**src/hw/cabr_pkg.sv**
```systemverilog
// package for the address buffer host-side controller
// assumes one 200 MHz clock; the device pins are sampled synchronously
package cabr_pkg;
   localparam int CPU_AW       = 16;
   localparam int DRAM_AW      = 8;
   localparam int REFCNT_W     = 9;
   localparam int SYS_AW       = 17;
   localparam logic [REFCNT_W-1:0] REFCNT_RST = 9'h000;
   localparam real CLK_PERIOD_NS = 5.0;
   // least time the refresh strobe stays low, as chosen for this controller
   localparam real REF_LOW_NS  = 20.0;
   localparam int  REF_LOW_CYC =
      (int'($ceil(REF_LOW_NS / CLK_PERIOD_NS)) < 1) ? 1 :
      int'($ceil(REF_LOW_NS / CLK_PERIOD_NS));
   localparam logic [7:0] REF_LOW_CNT = 8'(REF_LOW_CYC);

   typedef enum logic [1:0] {
      CABR_OWN_CPU,
      CABR_OWN_DMA,
      CABR_OWN_REFRESH,
      CABR_OWN_MASTER
   } cabr_owner_t;

   // pins the controller drives towards the device
   typedef struct packed {
      logic [CPU_AW-1:0] cpu_addr;
      logic              ale;
      logic              early_ram_latch_strobe;
      logic              cpu_byte_high_en_n;
      logic              hold_ack;
      logic              dma_addr_en_n;
      logic              refresh_strobe_n;
      logic              refresh_en_n;
      logic              row_col_select;
      logic              sys_reset;
   } cabr_ctl_t;

   // user-side cycle request
   typedef struct packed {
      logic              valid;
      cabr_owner_t       owner;
      logic [CPU_AW-1:0] addr;
      logic              upper_byte;
      logic              fast_memory_mode;
      logic              mem_cycle;
   } cabr_req_t;
endpackage

```
**src/hw/cabr_strobe_gen.sv**
```systemverilog
// pulse generator for one active strobe of fixed length
// assumes the caller starts it only when idle
`timescale 1ns/1ps
module cabr_strobe_gen
   import cabr_pkg::*;
#(
   parameter logic [7:0] LEN = 8'h04
) (
   input  wire logic mclk,
   input  wire logic sys_rst,
   input  wire logic clk_en,
   input  wire logic start,
   output logic      active,
   output logic      done
);
   logic [7:0] count;

   always_ff @(posedge mclk or posedge sys_rst) begin
      if (sys_rst) begin
         count <= 8'h00;
      end else if (clk_en) begin
         if (start && count == 8'h00) begin
            count <= LEN;
         end else if (count != 8'h00) begin
            count <= count - 8'h01;
         end
      end
   end

   assign active = (count != 8'h00);
   assign done   = clk_en && (count == 8'h01);
endmodule

```
**src/hw/cabr_host.sv**
```systemverilog
// host-side controller driving the address buffer's control pins
// assumes the device pins are sampled on mclk and the device is clockless
`timescale 1ns/1ps
// Functional notes
// - no address latch strobe pulse in a halt cycle
// - fast mode raises early strobe with memory strobe, else equals ale
// - hold acknowledge high only after cpu drivers three-stated
// - cpu byte-high-enable low whenever upper data byte is used
// - dma address enable held low for the entire dma access
// - refresh enable low whenever a dram refresh is required
module cabr_host
   import cabr_pkg::*;
#(
   parameter int REF_CNT_W = REFCNT_W
) (
   input  wire logic                mclk,
   input  wire logic                sys_rst,
   input  wire logic                clk_en,
   input  wire cabr_req_t           req,
   output logic                     req_ready,
   output logic                     busy,
   output cabr_ctl_t                ctl,
   output logic                     cpu_addr_oe,
   output logic                     mem_read_strobe_n,
   output logic                     mem_write_strobe_n,
   output logic [REF_CNT_W-1:0]     refresh_count_model,
   input  wire logic                refresh_counter_msb,
   output logic                     msb_mismatch
);
   typedef enum logic [2:0] {
      ST_IDLE,
      ST_HOLD_WAIT,
      ST_ADDR,
      ST_LATCH,
      ST_ROW,
      ST_COL,
      ST_REF_STROBE,
      ST_RELEASE
   } cabr_state_t;

   cabr_state_t state;
   cabr_req_t   cur;
   logic        pulse_start;
   logic        pulse_active;
   logic        pulse_done;

   cabr_strobe_gen #(.LEN(REF_LOW_CNT)) u_pulse (
      .mclk    (mclk),
      .sys_rst (sys_rst),
      .clk_en  (clk_en),
      .start   (pulse_start),
      .active  (pulse_active),
      .done    (pulse_done)
   );

   assign req_ready   = (state == ST_IDLE) && !sys_rst;
   assign busy        = (state != ST_IDLE);
   assign pulse_start = clk_en && (state == ST_REF_STROBE) && !pulse_active;

   // sequencing of one cycle per request
   always_ff @(posedge mclk or posedge sys_rst) begin
      if (sys_rst) begin
         state <= ST_IDLE;
         cur   <= '0;
      end else if (clk_en) begin
         case (state)
            ST_IDLE: begin
               if (req.valid) begin
                  cur   <= req;
                  state <= (req.owner == CABR_OWN_CPU) ? ST_ADDR
                                                        : ST_HOLD_WAIT;
               end
            end
            ST_HOLD_WAIT: state <= ST_ADDR;
            ST_ADDR: begin
               if (cur.owner == CABR_OWN_REFRESH) begin
                  state <= ST_REF_STROBE;
               end else begin
                  state <= ST_LATCH;
               end
            end
            ST_LATCH: state <= cur.mem_cycle ? ST_ROW : ST_RELEASE;
            ST_ROW:   state <= ST_COL;
            ST_COL:   state <= ST_RELEASE;
            ST_REF_STROBE: begin
               if (pulse_done) begin
                  state <= ST_RELEASE;
               end
            end
            ST_RELEASE: state <= ST_IDLE;
            default:  state <= ST_IDLE;
         endcase
      end
   end

   // pin drive; every pin is a flip-flop so the device sees clean levels
   always_ff @(posedge mclk or posedge sys_rst) begin
      if (sys_rst) begin
         ctl                <= '0;
         ctl.cpu_byte_high_en_n <= 1'b1;
         ctl.dma_addr_en_n  <= 1'b1;
         ctl.refresh_strobe_n <= 1'b1;
         ctl.refresh_en_n   <= 1'b1;
         ctl.sys_reset      <= 1'b1;
         cpu_addr_oe        <= 1'b0;
      end else if (clk_en) begin
         ctl.sys_reset <= 1'b0;
         case (state)
            ST_IDLE: begin
               ctl.ale                    <= 1'b0;
               ctl.early_ram_latch_strobe <= 1'b0;
               ctl.row_col_select         <= 1'b0;
               if (req.valid) begin
                  // cpu drivers go off before hold is reported
                  cpu_addr_oe <= (req.owner == CABR_OWN_CPU);
                  ctl.cpu_addr <= req.addr;
                  ctl.cpu_byte_high_en_n <= !req.upper_byte;
               end
            end
            ST_HOLD_WAIT: begin
               ctl.hold_ack <= 1'b1;
               ctl.dma_addr_en_n <=
                  !(cur.owner == CABR_OWN_DMA);
               ctl.refresh_en_n <=
                  !(cur.owner == CABR_OWN_REFRESH);
            end
            ST_ADDR: begin
               // a halt cycle (cpu, no memory, address zero) gets no ale
               if (!(cur.owner == CABR_OWN_CPU && !cur.mem_cycle &&
                     cur.addr == '0)) begin
                  ctl.ale <= (cur.owner != CABR_OWN_REFRESH);
               end
               if (cur.mem_cycle && cur.fast_memory_mode) begin
                  ctl.early_ram_latch_strobe <= 1'b1;
               end else begin
                  ctl.early_ram_latch_strobe <=
                     (cur.owner != CABR_OWN_REFRESH) &&
                     !(cur.owner == CABR_OWN_CPU && !cur.mem_cycle &&
                       cur.addr == '0);
               end
            end
            ST_LATCH: begin
               ctl.ale                    <= 1'b0;
               ctl.early_ram_latch_strobe <= 1'b0;
            end
            ST_ROW: ctl.row_col_select <= 1'b0;
            ST_COL: ctl.row_col_select <= 1'b1;
            ST_REF_STROBE: begin
               ctl.refresh_strobe_n <= !pulse_active;
            end
            ST_RELEASE: begin
               ctl.refresh_strobe_n   <= 1'b1;
               ctl.refresh_en_n       <= 1'b1;
               ctl.dma_addr_en_n      <= 1'b1;
               ctl.hold_ack           <= 1'b0;
               ctl.row_col_select     <= 1'b0;
               ctl.cpu_byte_high_en_n <= 1'b1;
               cpu_addr_oe            <= 1'b0;
            end
            default: ctl.ale <= 1'b0;
         endcase
      end
   end

   // memory strobes; upper_byte picks write so one field serves both
   // fast mode opens them in the address state, next to the early strobe
   always_ff @(posedge mclk or posedge sys_rst) begin
      if (sys_rst) begin
         mem_read_strobe_n  <= 1'b1;
         mem_write_strobe_n <= 1'b1;
      end else if (clk_en) begin
         case (state)
            ST_ADDR: begin
               if (cur.mem_cycle && cur.fast_memory_mode) begin
                  mem_read_strobe_n  <= cur.upper_byte;
                  mem_write_strobe_n <= !cur.upper_byte;
               end
            end
            ST_LATCH: begin
               if (cur.mem_cycle) begin
                  mem_read_strobe_n  <= cur.upper_byte;
                  mem_write_strobe_n <= !cur.upper_byte;
               end
            end
            ST_IDLE, ST_RELEASE: begin
               mem_read_strobe_n  <= 1'b1;
               mem_write_strobe_n <= 1'b1;
            end
            default: begin
               mem_read_strobe_n  <= mem_read_strobe_n;
               mem_write_strobe_n <= mem_write_strobe_n;
            end
         endcase
      end
   end

   // shadow of the device counter, stepped on each strobe release
   always_ff @(posedge mclk or posedge sys_rst) begin
      if (sys_rst) begin
         refresh_count_model <= REF_CNT_W'(REFCNT_RST);
         msb_mismatch        <= 1'b0;
      end else if (clk_en) begin
         if (state == ST_RELEASE && cur.owner == CABR_OWN_REFRESH) begin
            // plain increment wraps all ones to zero
            refresh_count_model <= refresh_count_model +
                                   REF_CNT_W'(1);
         end
         msb_mismatch <= (state == ST_IDLE) &&
            (refresh_counter_msb !=
             refresh_count_model[REF_CNT_W-1]);
      end
   end
endmodule

```
**config.mk**
```make
export PLATFORM = sky130hd
export DESIGN_NAME = cabr_host
export DESIGN_NICKNAME = d
export VERILOG_FILES = /design/src/hw/cabr_pkg.sv /design/src/hw/cabr_strobe_gen.sv /design/src/hw/cabr_host.sv
export SDC_FILE = /design/constraint.sdc
export NUM_CORES = 1
export LEC_CHECK = 0
export ABC_CLOCK_PERIOD_IN_PS = 2200
export BUFFER_PORTS_ARGS = -buffer_cell sky130_fd_sc_hd__buf_4
export CORE_MARGIN = 4
export CORE_UTILIZATION = 30
export DETAILED_ROUTE_END_ITERATION = 7
export PLACE_DENSITY_LB_ADDON = 0.3
export SKIP_CTS_REPAIR_TIMING = 1
export SYNTH_ARGS = -nofsm -noshare
export SYNTH_HDL_FRONTEND = slang
export SYNTH_HIERARCHICAL = 1
export SYNTH_SLANG_ARGS = --single-unit
```
**constraint.sdc**
```tcl
create_clock -name mclk -period 2.2 [get_ports mclk]
set_input_delay 0.11 -clock mclk [delete_from_list [all_inputs] [get_ports mclk]]
set_output_delay 0.11 -clock mclk [all_outputs]
set_load 0.01 [all_outputs]
```
==> results.sh <==
export IMPL_path_cells="nor3_2 > nand4b_1 > nor3_2 > nor4b_1 > a31o_2 > or4_2 > a21oi_2"
export IMPL_crit_top_cell="nor3_2"
export IMPL_drt_wl_total_um=6430
export IMPL_clkLatencyLatePin_ps=310
export IMPL_grt_max_degree=25
export IMPL_ys_async_sr_fraction=1.00
export IMPL_place_gp_congestion=0.864
export IMPL_hold_path_class="primary input to flop"
export IMPL_area_growth_pct=26.1
export IMPL_finalCriticalPeriod_ps=2210
export IMPL_ys_types=53
export IMPL_ff2ff_setup_slack_ps=-9
export IMPL_cts_max_level=2
export IMPL_met1_length_um=2960
export IMPL_synthesis_instances=265
export IMPL_worst_setup_path_type="flop to flop"
export IMPL_cp_arrival_ps=2440
export IMPL_cap_viol_max_count=0
export IMPL_r2r_end="u_pulse/count[5]$_DFFE_PP0P_"
export IMPL_hold_end="ctl[18]$_DFFE_PP0P_"
export IMPL_diodes=0
export IMPL_violations="setup timing"
export IMPL_cts_tree="yes"
export IMPL_crit_required_ps=2430
export IMPL_antenna_left=0
export IMPL_syn_cell_area_um2=2800
export IMPL_grt_overflow=0
export IMPL_coreArea_um2=8890
export IMPL_num_fill_cells=860
export IMPL_ys_seq_elements=54
export IMPL_crit_path_top_delay_cell="or4_2"
export IMPL_cts_buffers=5
export IMPL_antenna_found_initial=0
export IMPL_ys_warn_count=6
export IMPL_dp_slack_ps=-52.3
export IMPL_drc_errors=0
export IMPL_multi_input_comb_area_um2=1230
export IMPL_status="finished with violations"
export IMPL_syn_nets=295
export IMPL_synth_ff_type="dfrtp_1"
export IMPL_drtPass1Iterations=4
export IMPL_startpoint_type="flop"
export IMPL_top_level_ports=66
export IMPL_crit_family="simple AND/OR/NAND/NOR gates"
export IMPL_period_share=1.00
export IMPL_clock_root_buffer="clkbuf_8"
export IMPL_fin_nets=363
export IMPL_crit_fanout=6
export IMPL_grt_total_usage=0.118
export IMPL_hpwl_um=4800
export IMPL_ir_worst_vdd_mv=0.389
export IMPL_final_common_cell="buf_4"
export IMPL_wl_met3_um=350
export IMPL_critical_path_max_stage_delay_ps=560
export IMPL_final_cell_mix="buf_4 (85), dfrtp_1 (47), mux2_1 (20)"
export IMPL_clk_pin_slew_ps=110
export IMPL_end_kind="flop"
export IMPL_power_per_cell_area_nw_per_um2=1230
export IMPL_setup_slack_ps=-8.71
export IMPL_holdPathStages=2
export IMPL_wire_per_inst_um=14.5
export IMPL_die_area_um2=10900
export IMPL_top_layer="met4"
export IMPL_worstRegToRegCells=7
export IMPL_die_h_um=105
export IMPL_grt_pass1_wl_um=10700
export IMPL_num_rows=34
export IMPL_portBuffers=65
export IMPL_grt_pass1_vias=2190
export IMPL_dr_wl_met2_um=3040
export IMPL_clock_skew_ps=14.2
export IMPL_max_slew_margin_rel=0.660
export IMPL_tightest_slew_ps=509
export IMPL_fin_util=0.397
export IMPL_avgViaCountPerCell=4.94
export IMPL_drive_above_1_share=0.365
export IMPL_setup_viol=1
export IMPL_num_vias=2184
export IMPL_clock_path_buffers=2
export IMPL_max_freq_mhz=453
export IMPL_synth_avg_cell_area_um2=10.6
export IMPL_min_from="req[12]"
export IMPL_synth_edf_count=0
export IMPL_drtIter0Drc=55
export IMPL_finalMaxSlewViolations=0
export IMPL_cp_depth=7
export IMPL_start_util=0.315
export IMPL_r2r_start="u_pulse/count[2]$_DFFE_PP0P_"
export IMPL_path_buf_inv=0
export IMPL_p_leak_nw=1.60
export IMPL_synth_seq_area_share=0.486
export IMPL_regArea_um2=1360
export IMPL_cts_sinks=54
export IMPL_die_w_um=105
export IMPL_finalHoldViolations=0
sequential cells by signal (all words and copies together), names as in the netlist:
name	count
u_pulse/count	8
ctl	25
msb_mismatch	1
mem_read_strobe_n	1
refresh_count_model	9
mem_write_strobe_n	1
state	3
cur	5
cpu_addr_oe	1
worst reg2reg max path, cell delays in order, from the launching register on:
cell	delay, ps
dfrtp_1	400
nor3_2	230
nand4b_1	180
nor3_2	220
nor4b_1	100
a31o_2	300
or4_2	560
a21oi_2	150
routing by layer:
| layer | up-vias | track usage |
|---|---|---|
| met2 | 61 | 0.194 |
| li1 | 1058 | - |
| met1 | 1056 | 0.157 |
| met4 | 0 | 0.0337 |
| met3 | 9 | 0.0284 |
| met5 | - | 0 |
worst max-delay path by stage:
| stage | startpoint | to | slack [ps] |
|---|---|---|---|
| 4_1_cts | u_pulse/count[3]$_DFFE_PP0P_ | u_pulse/count[5]$_DFFE_PP0P_ | -90 |
| 2_1_floorplan | u_pulse/count[3]$_DFFE_PP0P_ | u_pulse/count[3]$_DFFE_PP0P_ | 30 |
| 3_5_place_dp | u_pulse/count[3]$_DFFE_PP0P_ | u_pulse/count[5]$_DFFE_PP0P_ | -50 |
| 6_report | u_pulse/count[2]$_DFFE_PP0P_ | u_pulse/count[5]$_DFFE_PP0P_ | -9 |
| 5_1_grt | u_pulse/count[2]$_DFFE_PP0P_ | u_pulse/count[5]$_DFFE_PP0P_ | -90 |
| 3_3_place_gp | u_pulse/count[0]$_DFFE_PP0P_ | u_pulse/count[3]$_DFFE_PP0P_ | 60 |
power by group:
| group | total (mW) | switching (mW) | internal (mW) |
|---|---|---|---|
| logic | 2.03 | 0.983 | 1.04 |
| registers | 1.76 | 0.335 | 1.42 |
| clock network | 0.560 | 0.335 | 0.225 |
Yosys cell counts (2+ instances only):
library cell	count	area share
nor4b_1	2	0.0063
nor4_1	4	0.0089
mux2_1	20	0.080
buf_4	19	0.051
nand4_1	5	0.011
clkbuf_1	3	0.0040
or3_1	4	0.0089
dfstp_2	7	0.066
nor3_1	8	0.014
nor2b_1	5	0.011
inv_1	13	0.017
xnor2_1	8	0.025
and3_1	4	0.0089
nand3_1	7	0.013
nand2b_1	5	0.011
or4_2	2	0.0063
a21oi_1	12	0.021
ha_1	4	0.018
o22a_1	2	0.0063
buf_6	2	0.0080
o21ai_1	2	0.0036
xor2_1	2	0.0063
nor2_1	10	0.013
nand2_1	18	0.024
dfrtp_1	47	0.42
o21ai_0	14	0.025
mux2_2	5	0.020
o31ai_1	4	0.011
a31oi_1	3	0.0067
stage by stage:
step	power [mW]	hold slack [ps]	setup TNS, ps	cells	area [µm²]
final	4.34	5.50	-8.71	442	3530
after global routing	4.72	11.7	-214	442	3530
after global placement	3.73	116	0	431	3390
after detailed placement	3.76	116	-96.9	431	3390
after CTS	4.34	-225	-206	439	3480
after floorplan	3.07	-74.3	0	265	2800
cell families after synthesis:
family | after synthesis | synth area share
AND/OR/NAND/NOR | 85 | 0.173
flip-flops | 54 | 0.486
AO/OA/AOI/OAI | 47 | 0.105
buffers and inverters | 39 | 0.0836
multiplexers | 26 | 0.104
XOR/XNOR | 10 | 0.0313
adder cells (fa/ha/maj) | 4 | 0.0179
final cells by class:
type / count / area share
Sequential cell: 54 / 0.385
Multi-Input combinational cell: 172 / 0.349
Timing Repair Buffer: 87 / 0.189
Tap cell: 108 / 0.0383
Clock buffer: 6 / 0.0205
Inverter: 13 / 0.0138
Clock inverter: 2 / 0.00425
Power figures use the tool's default switching activity.
